==> src/rtl/rtc_pkg.sv <==
package rtc_pkg;

  // ---------------------------------------------------------------
  // register map (word offsets on the plain register port)
  // ---------------------------------------------------------------
  localparam logic [3:0] RTC_ADDR_CTRL     = 4'h0;
  localparam logic [3:0] RTC_ADDR_STATUS   = 4'h1;
  localparam logic [3:0] RTC_ADDR_RELOAD   = 4'h2;
  localparam logic [3:0] RTC_ADDR_DIVIDER  = 4'h3;
  localparam logic [3:0] RTC_ADDR_TIME     = 4'h4;
  localparam logic [3:0] RTC_ADDR_ALARM    = 4'h5;
  localparam logic [3:0] RTC_ADDR_NTICK    = 4'h6;
  localparam logic [3:0] RTC_ADDR_HIGHCNT  = 4'h7;
  localparam logic [3:0] RTC_ADDR_EXTSEL   = 4'h8;

  // ---------------------------------------------------------------
  // control register fields
  // ---------------------------------------------------------------
  localparam int RTC_CTRL_RUN       = 0;
  localparam int RTC_CTRL_RUNPD     = 1;
  localparam int RTC_CTRL_OSCOFF    = 2;
  localparam int RTC_CTRL_TICKEN    = 3;
  localparam int RTC_CTRL_ALARMEN   = 4;
  localparam int RTC_CTRL_NTICKEN   = 5;
  localparam int RTC_CTRL_WAKEEN    = 6;
  localparam int RTC_CTRL_W         = 7;

  // status fields (write one to clear bits 0..2)
  localparam int RTC_ST_TICK        = 0;
  localparam int RTC_ST_ALARM       = 1;
  localparam int RTC_ST_NTICK       = 2;
  localparam int RTC_ST_LFSEL       = 3;

  // ---------------------------------------------------------------
  // reset values and counts
  // ---------------------------------------------------------------
  localparam logic [6:0]  RTC_CTRL_RST   = 7'h01;
  localparam logic [19:0] RTC_RELOAD_RST = 20'h0_0000;
  localparam logic [5:0]  RTC_PREDIV_MAX = 6'h3f;
  localparam int          RTC_PREDIV     = 64;
  localparam int          RTC_DIV_W      = 20;
  localparam int          RTC_TIME_W     = 32;
  localparam int          RTC_LONG_W     = 58;
  localparam int          RTC_HIGH_W     = RTC_LONG_W - RTC_TIME_W;
  localparam logic [1:0]  RTC_EXTSEL_RST = 2'h0;

  // ---------------------------------------------------------------
  // carrier types
  // ---------------------------------------------------------------
  typedef struct packed {
    logic [3:0]  addr;
    logic [31:0] wdata;
    logic        wr;
    logic        rd;
  } rtc_bus_req_t;

  typedef struct packed {
    logic lfPresent;
    logic powerDown;
    logic idle;
  } rtc_sys_t;

  typedef struct packed {
    logic mainOscOff;
    logic lfOscOff;
    logic wake;
  } rtc_pwr_t;

endpackage

==> src/rtl/rtc_prescaled_tick_alarm.sv <==
// Chosen here: the address map and strobed register access.
`timescale 1ns/10ps
// Overview of operation
// [RULE1] timer runs from main or low-frequency oscillator, apart from general timers
// [RULE2] timer keeps counting in idle or power-down when enabled
// [RULE3] cyclic interrupt every tick and every n ticks, routed to port 2 inputs
// [RULE4] combined long-term timer is 58 bits wide
// [RULE5] wake bit set: chip leaves power-down after programmed delay
// [RULE6] 20-bit divider clocked from fixed 1/64 predivided clock
// [RULE7] divider reloads from period reload register at each tick
// [RULE8] tick interrupt request may be issued once per tick
// [RULE9] 32-bit time counter increments per tick; software may load it
// [RULE10] time counter compared with loadable alarm; equal raises alarm request
// [RULE11] requests selectable as external interrupt sources; can wake power-down
// [RULE12] oscillator-off bit stops timer oscillator on power-down entry
// [RULE13] timer disabled: both oscillators off in power-down
// [RULE14] low-frequency oscillation seen at reset selects it as timer clock
// [RULE15] low-frequency source selected: main oscillator off in power-down
// [RULE16] no low-frequency oscillation at reset selects main oscillator
// [RULE17] main selected and timer enabled: main oscillator kept in power-down
// [RULE18] registers reached only over the peripheral register port
// [RULE19] tick and alarm requests separately enabled, pending until cleared
// [RULE20] time counter wraps to zero; alarm compared at every increment
module rtc_prescaled_tick_alarm
  import rtc_pkg::*;
(
  // clock and reset
  input  wire logic              clock,
  input  wire logic              sys_rst,
  // register port
  input  wire rtc_pkg::rtc_bus_req_t busReq,
  output logic [31:0]            busRdata,
  // system state
  input  wire rtc_pkg::rtc_sys_t sysState,
  // power control and interrupt lines
  output rtc_pkg::rtc_pwr_t      pwrCtrl,
  output logic                   tickIrqRequest,
  output logic                   alarmIrqRequest,
  output logic [1:0]             extIrqLine
);

  // ---------------------------------------------------------------
  // state
  // ---------------------------------------------------------------
  logic [RTC_CTRL_W-1:0] ctrl_r;
  logic [19:0]           tickPeriodReload_r;
  logic [19:0]           divider_r;
  logic [5:0]            prediv_r;
  logic [31:0]           time_r;
  logic [RTC_HIGH_W-1:0] high_r;
  logic [31:0]           alarm_r;
  logic [31:0]           nTick_r;
  logic [31:0]           nCount_r;
  logic [2:0]            pend_r;
  logic                  lfSel_r;
  logic                  rstSeen_r;
  logic [1:0]            extIrqSourceSelect_r;
  logic                  pdPrev_r;

  logic running;
  logic preTick;
  logic tick;
  logic nHit;
  logic alarmHit;
  logic wrCtrl;
  logic wrTime;
  logic wrStat;
  logic wake;
  logic [31:0] rdMux;

  // ---------------------------------------------------------------
  // decode
  // ---------------------------------------------------------------
  function automatic logic isWr(input rtc_bus_req_t r, input logic [3:0] a);
    return r.wr && (r.addr == a);
  endfunction

  assign wrCtrl = isWr(busReq, RTC_ADDR_CTRL);
  assign wrTime = isWr(busReq, RTC_ADDR_TIME);
  assign wrStat = isWr(busReq, RTC_ADDR_STATUS);

  // timer keeps running in idle/power-down only when allowed
  assign running = ctrl_r[RTC_CTRL_RUN] &&
                   (!(sysState.powerDown || sysState.idle)
                    || ctrl_r[RTC_CTRL_RUNPD]);                  // [RULE2]
  assign preTick  = running && (prediv_r == RTC_PREDIV_MAX);     // [RULE6]
  assign tick     = preTick && (divider_r == 20'h0_0000);
  assign nHit     = tick && (nCount_r == 32'h0000_0000);
  assign alarmHit = tick && ((time_r + 32'h1) == alarm_r);       // [RULE10] [RULE20]

  // ---------------------------------------------------------------
  // clock source choice at reset release
  // ---------------------------------------------------------------
  always_ff @(posedge clock) begin
    if (sys_rst) begin
      rstSeen_r <= 1'b0;
      lfSel_r   <= 1'b0;
    end else if (!rstSeen_r) begin
      rstSeen_r <= 1'b1;
      lfSel_r   <= sysState.lfPresent;                           // [RULE14] [RULE16] [RULE1]
    end
  end

  // ---------------------------------------------------------------
  // control and configuration registers
  // ---------------------------------------------------------------
  always_ff @(posedge clock) begin
    if (sys_rst) begin
      ctrl_r               <= RTC_CTRL_RST;
      tickPeriodReload_r   <= RTC_RELOAD_RST;
      alarm_r              <= 32'hffff_ffff;
      nTick_r              <= 32'h0000_0000;
      extIrqSourceSelect_r <= RTC_EXTSEL_RST;
    end else if (busReq.wr) begin                                // [RULE18]
      unique case (busReq.addr)
        RTC_ADDR_CTRL:   ctrl_r             <= busReq.wdata[RTC_CTRL_W-1:0];
        RTC_ADDR_RELOAD: tickPeriodReload_r <= busReq.wdata[19:0];
        RTC_ADDR_ALARM:  alarm_r            <= busReq.wdata;     // [RULE10]
        RTC_ADDR_NTICK:  nTick_r            <= busReq.wdata;
        RTC_ADDR_EXTSEL: extIrqSourceSelect_r <= busReq.wdata[1:0];
        default: ;
      endcase
    end
  end

  // ---------------------------------------------------------------
  // prescaler: 1/64 predivider and 20-bit reloading divider
  // ---------------------------------------------------------------
  always_ff @(posedge clock) begin
    if (sys_rst) begin
      prediv_r <= 6'h00;
    end else if (running) begin
      prediv_r <= prediv_r + 6'h01;                              // [RULE6]
    end
  end

  always_ff @(posedge clock) begin
    if (sys_rst) begin
      divider_r <= RTC_RELOAD_RST;
    end else if (tick) begin
      divider_r <= tickPeriodReload_r;                           // [RULE7]
    end else if (preTick) begin
      divider_r <= divider_r - 20'h0_0001;
    end
  end

  // ---------------------------------------------------------------
  // time counter, 26-bit extension to 58 bits, n-tick counter
  // ---------------------------------------------------------------
  always_ff @(posedge clock) begin
    if (sys_rst) begin
      time_r <= 32'h0000_0000;
      high_r <= '0;
    end else if (wrTime) begin
      time_r <= busReq.wdata;                                    // [RULE9]
    end else if (tick) begin
      time_r <= time_r + 32'h1;                                  // [RULE9] [RULE20]
      if (time_r == 32'hffff_ffff) begin
        high_r <= high_r + RTC_HIGH_W'(1);                       // [RULE4]
      end
    end
  end

  always_ff @(posedge clock) begin
    if (sys_rst) begin
      nCount_r <= 32'h0000_0000;
    end else if (isWr(busReq, RTC_ADDR_NTICK)) begin
      nCount_r <= busReq.wdata;
    end else if (nHit) begin
      nCount_r <= nTick_r;                                       // [RULE3]
    end else if (tick) begin
      nCount_r <= nCount_r - 32'h1;
    end
  end

  // ---------------------------------------------------------------
  // pending requests: set beats clear
  // ---------------------------------------------------------------
  always_ff @(posedge clock) begin
    if (sys_rst) begin
      pend_r <= 3'h0;
    end else begin
      pend_r[RTC_ST_TICK]  <= (tick && ctrl_r[RTC_CTRL_TICKEN]) ||
                              (pend_r[RTC_ST_TICK] &&
                               !(wrStat && busReq.wdata[RTC_ST_TICK]));   // [RULE8] [RULE19]
      pend_r[RTC_ST_ALARM] <= (alarmHit && ctrl_r[RTC_CTRL_ALARMEN]) ||
                              (pend_r[RTC_ST_ALARM] &&
                               !(wrStat && busReq.wdata[RTC_ST_ALARM])); // [RULE19]
      pend_r[RTC_ST_NTICK] <= (nHit && ctrl_r[RTC_CTRL_NTICKEN]) ||
                              (pend_r[RTC_ST_NTICK] &&
                               !(wrStat && busReq.wdata[RTC_ST_NTICK])); // [RULE3]
    end
  end

  // ---------------------------------------------------------------
  // interrupt lines and port 2 routing
  // ---------------------------------------------------------------
  always_ff @(posedge clock) begin
    if (sys_rst) begin
      tickIrqRequest  <= 1'b0;
      alarmIrqRequest <= 1'b0;
      extIrqLine      <= 2'h0;
    end else begin
      tickIrqRequest  <= pend_r[RTC_ST_TICK] | pend_r[RTC_ST_NTICK];     // [RULE3]
      alarmIrqRequest <= pend_r[RTC_ST_ALARM];
      extIrqLine[0]   <= extIrqSourceSelect_r[0] &
                         (pend_r[RTC_ST_TICK] | pend_r[RTC_ST_NTICK]);   // [RULE11]
      extIrqLine[1]   <= extIrqSourceSelect_r[1] & pend_r[RTC_ST_ALARM]; // [RULE11]
    end
  end

  // ---------------------------------------------------------------
  // power control
  // ---------------------------------------------------------------
  assign wake = ctrl_r[RTC_CTRL_WAKEEN] && sysState.powerDown &&
                (|pend_r);                                       // [RULE5] [RULE11]

  always_ff @(posedge clock) begin
    if (sys_rst) begin
      pwrCtrl  <= '0;
      pdPrev_r <= 1'b0;
    end else begin
      pdPrev_r <= sysState.powerDown;
      pwrCtrl.wake <= wake;
      if (!sysState.powerDown) begin
        pwrCtrl.mainOscOff <= 1'b0;
        pwrCtrl.lfOscOff   <= 1'b0;
      end else if (!ctrl_r[RTC_CTRL_RUN]) begin
        pwrCtrl.mainOscOff <= 1'b1;                              // [RULE13]
        pwrCtrl.lfOscOff   <= 1'b1;                              // [RULE13]
      end else if (!pdPrev_r) begin
        // decided on entry to power-down
        pwrCtrl.mainOscOff <= lfSel_r ||
                              ctrl_r[RTC_CTRL_OSCOFF];           // [RULE15] [RULE17] [RULE12]
        pwrCtrl.lfOscOff   <= lfSel_r &&
                              ctrl_r[RTC_CTRL_OSCOFF];           // [RULE12]
      end
    end
  end

  // ---------------------------------------------------------------
  // read path
  // ---------------------------------------------------------------
  always_comb begin
    rdMux = 32'h0000_0000;
    unique case (busReq.addr)
      RTC_ADDR_CTRL:    rdMux = {25'h0, ctrl_r};
      RTC_ADDR_STATUS:  rdMux = {28'h0, lfSel_r, pend_r};
      RTC_ADDR_RELOAD:  rdMux = {12'h0, tickPeriodReload_r};
      RTC_ADDR_DIVIDER: rdMux = {12'h0, divider_r};
      RTC_ADDR_TIME:    rdMux = time_r;
      RTC_ADDR_ALARM:   rdMux = alarm_r;
      RTC_ADDR_NTICK:   rdMux = nTick_r;
      RTC_ADDR_HIGHCNT: rdMux = {6'h0, high_r};
      RTC_ADDR_EXTSEL:  rdMux = {30'h0, extIrqSourceSelect_r};
      default:          rdMux = 32'h0000_0000;
    endcase
  end

  always_ff @(posedge clock) begin
    if (sys_rst) begin
      busRdata <= 32'h0000_0000;
    end else begin
      busRdata <= busReq.rd ? rdMux : 32'h0000_0000;            // [RULE18]
    end
  end

endmodule

==> config.mk <==
export PLATFORM = sky130hd
export DESIGN_NAME = rtc_prescaled_tick_alarm
export DESIGN_NICKNAME = d
export VERILOG_FILES = /design/src/rtl/rtc_pkg.sv /design/src/rtl/rtc_prescaled_tick_alarm.sv
export SDC_FILE = /design/constraint.sdc
export NUM_CORES = 1
export LEC_CHECK = 0
export BUFFER_PORTS_ARGS = -buffer_cell sky130_fd_sc_hd__buf_2
export CORE_ASPECT_RATIO = 0.5
export CORE_UTILIZATION = 55
export CTS_CLUSTER_DIAMETER = 150
export DETAILED_ROUTE_END_ITERATION = 12
export GPL_ROUTABILITY_DRIVEN = 0
export GPL_TIMING_DRIVEN = 0
export PLACE_DENSITY_LB_ADDON = 0.3
export SETUP_SLACK_MARGIN = 0.2
export SYNTH_ARGS = -nofsm -noshare
export SYNTH_HDL_FRONTEND = slang
export SYNTH_SLANG_ARGS = --single-unit
==> constraint.sdc <==
create_clock -name clock -period 4.1 [get_ports clock]
set_input_delay 0.82 -clock clock [delete_from_list [all_inputs] [get_ports clock]]
set_output_delay 0.82 -clock clock [all_outputs]
set_load 0.01 [all_outputs]
=== Yosys cells after proc, flatten, opt, wreduce, memory -nomap -nowiden ===
Index checks and enable logic that the tools add are counted.

* Flip-flop bits (word level): 254
* Bits of input ports: 43
* Output and inout port bits: 39
* Logic and storage cells: 100

* Add/subtract/negate cells: 5
* Equal/unequal tests: 12
* Muxes and demuxes: 11
* Bitwise logic cells: 6
* Reduce and logical (&&, ||, !) cells: 45

{| class="wikitable"
|+ Operators with widths
! cell !! number
|-
| 32-bit case mux with 9 select lines || 1
|-
| 32-bit two-way mux || 5
|-
| 20-bit two-way mux || 2
|-
| 32-bit by 1-bit adder with 32-bit output (second input constant) || 1
|-
| 32-bit == test || 1
|-
| 32-bit == test (second input constant) || 1
|-
| 32-bit zero test || 1
|-
| 32-bit by 1-bit subtractor with 32-bit output (second input constant) || 1
|-
| 26-bit by 1-bit adder with 26-bit output (second input constant) || 1
|-
| 1-bit logical AND || 20
|-
| 20-bit zero test || 1
|-
| 20-bit by 1-bit subtractor with 20-bit output (second input constant) || 1
|-
| 4-bit by 3-bit == test with 1-bit output (second input constant) || 4
|-
| 2-bit AND reduction || 5
|-
| 4-bit by 2-bit == test with 1-bit output (second input constant) || 2
|-
| 6-bit by 1-bit adder with 6-bit output (second input constant) || 1
|-
| 6-bit == test (second input constant) || 1
|-
| 1-bit logical OR || 6
|-
| 4-bit by 1-bit == test with 1-bit output (second input constant) || 1
|-
| 4-bit == test (second input constant) || 1
|-
| 1-bit zero test || 4
|-
| 4-bit zero test || 1
|-
| 2-bit two-way mux || 2
|-
| 2-bit nonzero test || 2
|-
| other kinds (9) || 13
|}

=== Longest topological paths before layout ===
* Depth in word-level cells: 9
* Depth in mapped cells: 11
* Gate-level depth less buffers: 8

=== Worst setup path after synthesis ===
Ideal clock, no wire load.

* Path kind: register -> register
* Start: register nCount_r[18]
* End: register nCount_r[14]
* Library setup time: 0.136 ns
* Data arrival time: 2.709 ns
* Required time: 3.964 ns
* Slack: 1.256 ns
* Stages on the path, launching flop included: 9
* Path buffers: 2
* Period minus slack after synthesis: 2.844 ns
* Cell sequence: dfxtp_1 -> or4_4 -> or4_4 -> buf_6 -> or4_4 -> buf_2 -> or3_1 -> o211ai_1 -> a211oi_1

* Word-level cells in the longest chain between the ends: 4
* Elaborated cells on any way between the ends: 5
* Classes of those cells: mux: 2; reduce/logical: 3

{| class="wikitable"
|+ Ends and longest elaborated chain
! item !! line !! source
|-
| start: declaration || rtc_prescaled_tick_alarm.sv:53 || <nowiki>logic [31:0] nCount_r;</nowiki>
|-
| start signal: assignment || rtc_prescaled_tick_alarm.sv:168 || <nowiki>nCount_r <= busReq.wdata;</nowiki>
|-
| start signal: assignment || rtc_prescaled_tick_alarm.sv:170 || <nowiki>nCount_r <= nTick_r;</nowiki>
|-
| start signal: assignment || rtc_prescaled_tick_alarm.sv:172 || <nowiki>nCount_r <= nCount_r - 32'h1;</nowiki>
|-
| 32-bit zero test * || rtc_prescaled_tick_alarm.sv:88 || <nowiki>assign nHit = tick && (nCount_r == 32'h0000_0000);</nowiki>
|-
| 1-bit logical AND * || rtc_prescaled_tick_alarm.sv:88 ||
|-
| 32-bit two-way mux || rtc_prescaled_tick_alarm.sv:169 || <nowiki>end else if (nHit) begin</nowiki>
|-
| 32-bit two-way mux || rtc_prescaled_tick_alarm.sv:167 || <nowiki>end else if (isWr(busReq, RTC_ADDR_NTICK)) begin</nowiki>
|}

Mark *: on every way between the ends. The rest lies on a longest branch, timed or not.
A chain may end at the register's enable or synchronous reset.

=== Worst setup path after layout ===
* Start: register prediv_r[0]
* End: register nCount_r[24]

* Word-level cells in the longest chain between the ends: 6
* Elaborated cells on any way between the ends: 7
* Classes of those cells: eq/ne: 1; mux: 2; reduce/logical: 4

{| class="wikitable"
|+ Ends and longest elaborated chain
! item !! line !! source
|-
| start: declaration || rtc_prescaled_tick_alarm.sv:48 || <nowiki>logic [5:0] prediv_r;</nowiki>
|-
| start signal: assignment || rtc_prescaled_tick_alarm.sv:133 || <nowiki>prediv_r <= prediv_r + 6'h01;</nowiki>
|-
| 6-bit == test * || rtc_prescaled_tick_alarm.sv:86 || <nowiki>assign preTick = running && (prediv_r == RTC_PREDIV_MAX);</nowiki>
|-
| 1-bit logical AND * || rtc_prescaled_tick_alarm.sv:86 ||
|-
| 1-bit logical AND * || rtc_prescaled_tick_alarm.sv:87 || <nowiki>assign tick = preTick && (divider_r == 20'h0_0000);</nowiki>
|-
| 1-bit logical AND || rtc_prescaled_tick_alarm.sv:88 ||
|-
| 32-bit two-way mux || rtc_prescaled_tick_alarm.sv:169 ||
|-
| 32-bit two-way mux || rtc_prescaled_tick_alarm.sv:167 ||
|}

Marked as above.

==> impl_metrics.csv <==
group,metric,value,unit
critical_path,slowest_stage,"buf_1",
yosys,synthTopCellsByArea,"dfxtp_1, nand2_1, a21oi_1",
placement,place_ws,0.1899,ns
floorplanning,num_rows,39,
critical_path,required,4.57,ns
critical_path,crit_fanout,10,
critical_path,critPathTopFamily,"simple AND/OR/NAND/NOR gates",
grt,grt_remaining_overflow,0,
clocking,cts_sinks,254,
pwr,power_density,373.2,nW/um^2
sta,rsz0062_at_grt,"false",
yosys,synth_edf_count,0,
final_layout,areaGrowthSynthToFinish,12.14,%
drt,wl_per_cell,23.56,microns
sta,slew_headroom,4.226,%
drt,drc,0,
clocking,htree_levels,1,
sta,setup-tns-final,0,ns
grt,grt_max_degree,16,
critical_path,cp_cell_sequence,"ha_1, and3_1, o2111ai_1, nor3_1, buf_2, buf_1, nand3_1, o31ai_1, nand2_1, a31oi_1",
yosys,ys_warn_count,0,
yosys,ys_seq_area_share,39.53,%
yosys,synthCells,1673,
sta,finalSetupViolCount,0,
drt,first_pass_iters,7,
pwr,p_leak,5.015,nW
final_layout,design_area,14430,sq um
critical_path,arrival,4.36,ns
floorplanning,ios,82,
sta,fmax,256.8,MHz
floorplanning,die_h,110.1,microns
grt,grt_pass1_wl,72.67,mm
grt,track_usage,40.54,%
yosys,synth_area_per_cell,7.690,sq um
floorplanning,dieArea,24040,sq um
sta,fin_ws,0.2059,ns
yosys,synth.ff_latch_count,254,
sta,final_hold_viol_count,0,
yosys,syn_nets,1722,
critical_path,slowest_delay,0.79,ns
sta,maxSlewViolCount,0,
drt,drtIter0Drc,2199,
outcome,status,"finished, final reports clean",
sta,tightest_slew,1.417,ns
clocking,cts.path.max_buffers,3,
grt,antenna_found_initial,3,
sta,period_minus_slack,3.894,ns
floorplanning,die_w,218.3,microns
critical_path,r2r_setup_slack,0.21,ns
floorplanning,core_area,22890,sq um
critical_path,critical_path_class,"flip-flop to flip-flop",
clocking,cts_setup_buffers,0,
floorplanning,initial_core_util,56.21,%
min_path,min_path_type,"flip-flop to flip-flop",
yosys,syn_area,12860,sq um
drt,wl,49.52,mm
final_layout,fill_cells,2023,
yosys,synthFlopType,"dfxtp_1",
drt,ant_nets,0,
yosys,synth.distinct_cells,67,
grt,grt_pass1_vias,12220,
yosys,synth_top_area_cell,"dfxtp_1",
drt,vias,13970,
run,max-cap-violations,0,
sta,clock_skew,0.02967,ns
placement,place_area,13640,sq um
yosys,yosysTopAreaCellShare,39.53,%
sta,period_share,94.98,%
final_layout,nNetsFinal,1826,
clocking,cts_root_buffer,"clkbuf_16",
pwr,ir_drop,276.0,uV
clocking,tritoncts.num_buffers,24,
clocking,clk_latency,0.56,ns
yosys,async_reset_ff_share,0,%
drt,viasPerCell,6.647,
critical_path,cp-end-kind,"flip-flop",
critical_path,path_buf_inv,2,
placement,place.detailed.hpwl,36.65,mm
clocking,cts_tree,"yes",
clocking,cts_hold_buf,0,
critical_path,startpoint_type,"flip-flop",
clocking,cts_resized,0,
placement,io_buffers,78,
clocking,clk_pin_slew,0.07,ns
final_layout,drive_above_1_share,8.807,%
[final cells by class]
cell class / instances / area (sq um) / share of cell area, %
diodes: 1 / 2.502 / 0.01735
plain buffers: 126 / 525.5 / 3.643
multi-input cells: 1274 / 7183 / 49.79
well taps: 307 / 384.1 / 2.663
clock buffers: 28 / 635.6 / 4.406
clock inverters: 15 / 148.9 / 1.032
flip-flops and latches: 254 / 5085 / 35.25
repair buffers: 78 / 390.4 / 2.706
inverters: 19 / 71.32 / 0.4944
[cell usage in the layout (no fill, tap or decap), drive strengths merged, types with 12 or more instances in the layout]
cell type / instances
a31oi: 30
a21oi: 152
mux2i: 14
xor2: 35
nand3: 90
dfxtp: 254
or3: 29
o21ai: 55
clkbuf: 123
nand2: 271
buf: 109
inv: 20
nor2: 169
nor4: 27
a211oi: 42
a22oi: 69
nand4: 24
xnor2: 65
nor3: 51
or4: 14
and2: 12
[final timing paths]
path                                    from  cells past startpoint           end
worst max-delay path             prediv_r[0]                     10  nCount_r[24]
worst min-delay path            nCount_r[17]                      2  nCount_r[17]
worst max register to register   prediv_r[0]                     10  nCount_r[24]
worst min register to register  nCount_r[17]                      2  nCount_r[17]
[cell families (layout without fill, tap and decap cells)]
group / count (synthesis) / in the layout / share of synthesized area (%)
DFF: 254 / 254 / 39.53
muxes: 20 / 20 / 1.614
xor gates and xnor gates: 100 / 100 / 6.808
AOI/OAI and AO/OA: 417 / 417 / 20.54
adders and majority gates: 6 / 6 / 0.5835
buffers and inverters: 145 / 266 / 4.639
and+or+nand+nor: 731 / 731 / 26.29
other: 0 / 1 / 0
[per-layer routing]
layer	up-vias	part of all wire, %	global-route usage [%]
met2	1086	38	56.21
li1	6187	-	-
met5	-	0.18	2.500
met4	4	4.6	16.93
met3	205	18	19.59
met1	6489	39	52.97
[metrics by stage]
stage / utilization, % / instances / hold WS [ns] / power (mW)
finish: 63.04 / 2102 / 0.4595 / 5.384
global placement: 59.60 / 2058 / 0.4496 / 3.116
detailed placement: 59.60 / 2058 / 0.4522 / 3.120
floorplan: - / 1673 / 0.4382 / 2.920
global route: 63.03 / 2101 / 0.4931 / 5.493
CTS: 63.03 / 2101 / 0.4613 / 5.334
[power breakdown]
group	switching [mW]	leakage [nW]	internal, mW	total (mW)
clock	1.04	0.388	1.25	2.28
sequential	0.0381	2.05	2.50	2.54
combinational	0.387	2.57	0.176	0.563
[cells in the mapped netlist (all sizes together), types with 3 or more instances]
cell type and n:
a22o 3, a31oi 30, nor2b 6, nand3b 5, a311oi 5, nand4 24
nor4 27, o221ai 4, o22ai 6, or2 4, nand2 271, nor2 169
clkbuf 95, nor3b 4, mux2i 14, o41ai 5, o21a 7, and2 12
or4 14, xor2 35, xnor2 65, inv 19, or3 29, nand2b 4
dfxtp 254, nor3 51, and3 11, o21ai 55, and4 5, o2111ai 3
o31ai 7, a22oi 69, o211ai 4, buf 31, ha 6, a211oi 42
mux2 6, nand3 90, a21oi 152
[state kept, by name, indices dropped and copies added, names as in the netlist, 20 cells and up]
register / flops
tickPeriodReload_r: 20
alarm_r: 32
time_r: 32
nTick_r: 32
nCount_r: 32
busRdata: 32
high_r: 26
divider_r: 20
[worst min-delay path: cells and delay by family (launching register included)]
| kind | cells | cell delay, ns |
|---|---|---|
| simple gates | 1 | 0.06 |
| compound gates | 1 | 0.05 |
| flops | 1 | 0.31 |
(Power assumes the default switching activity.)
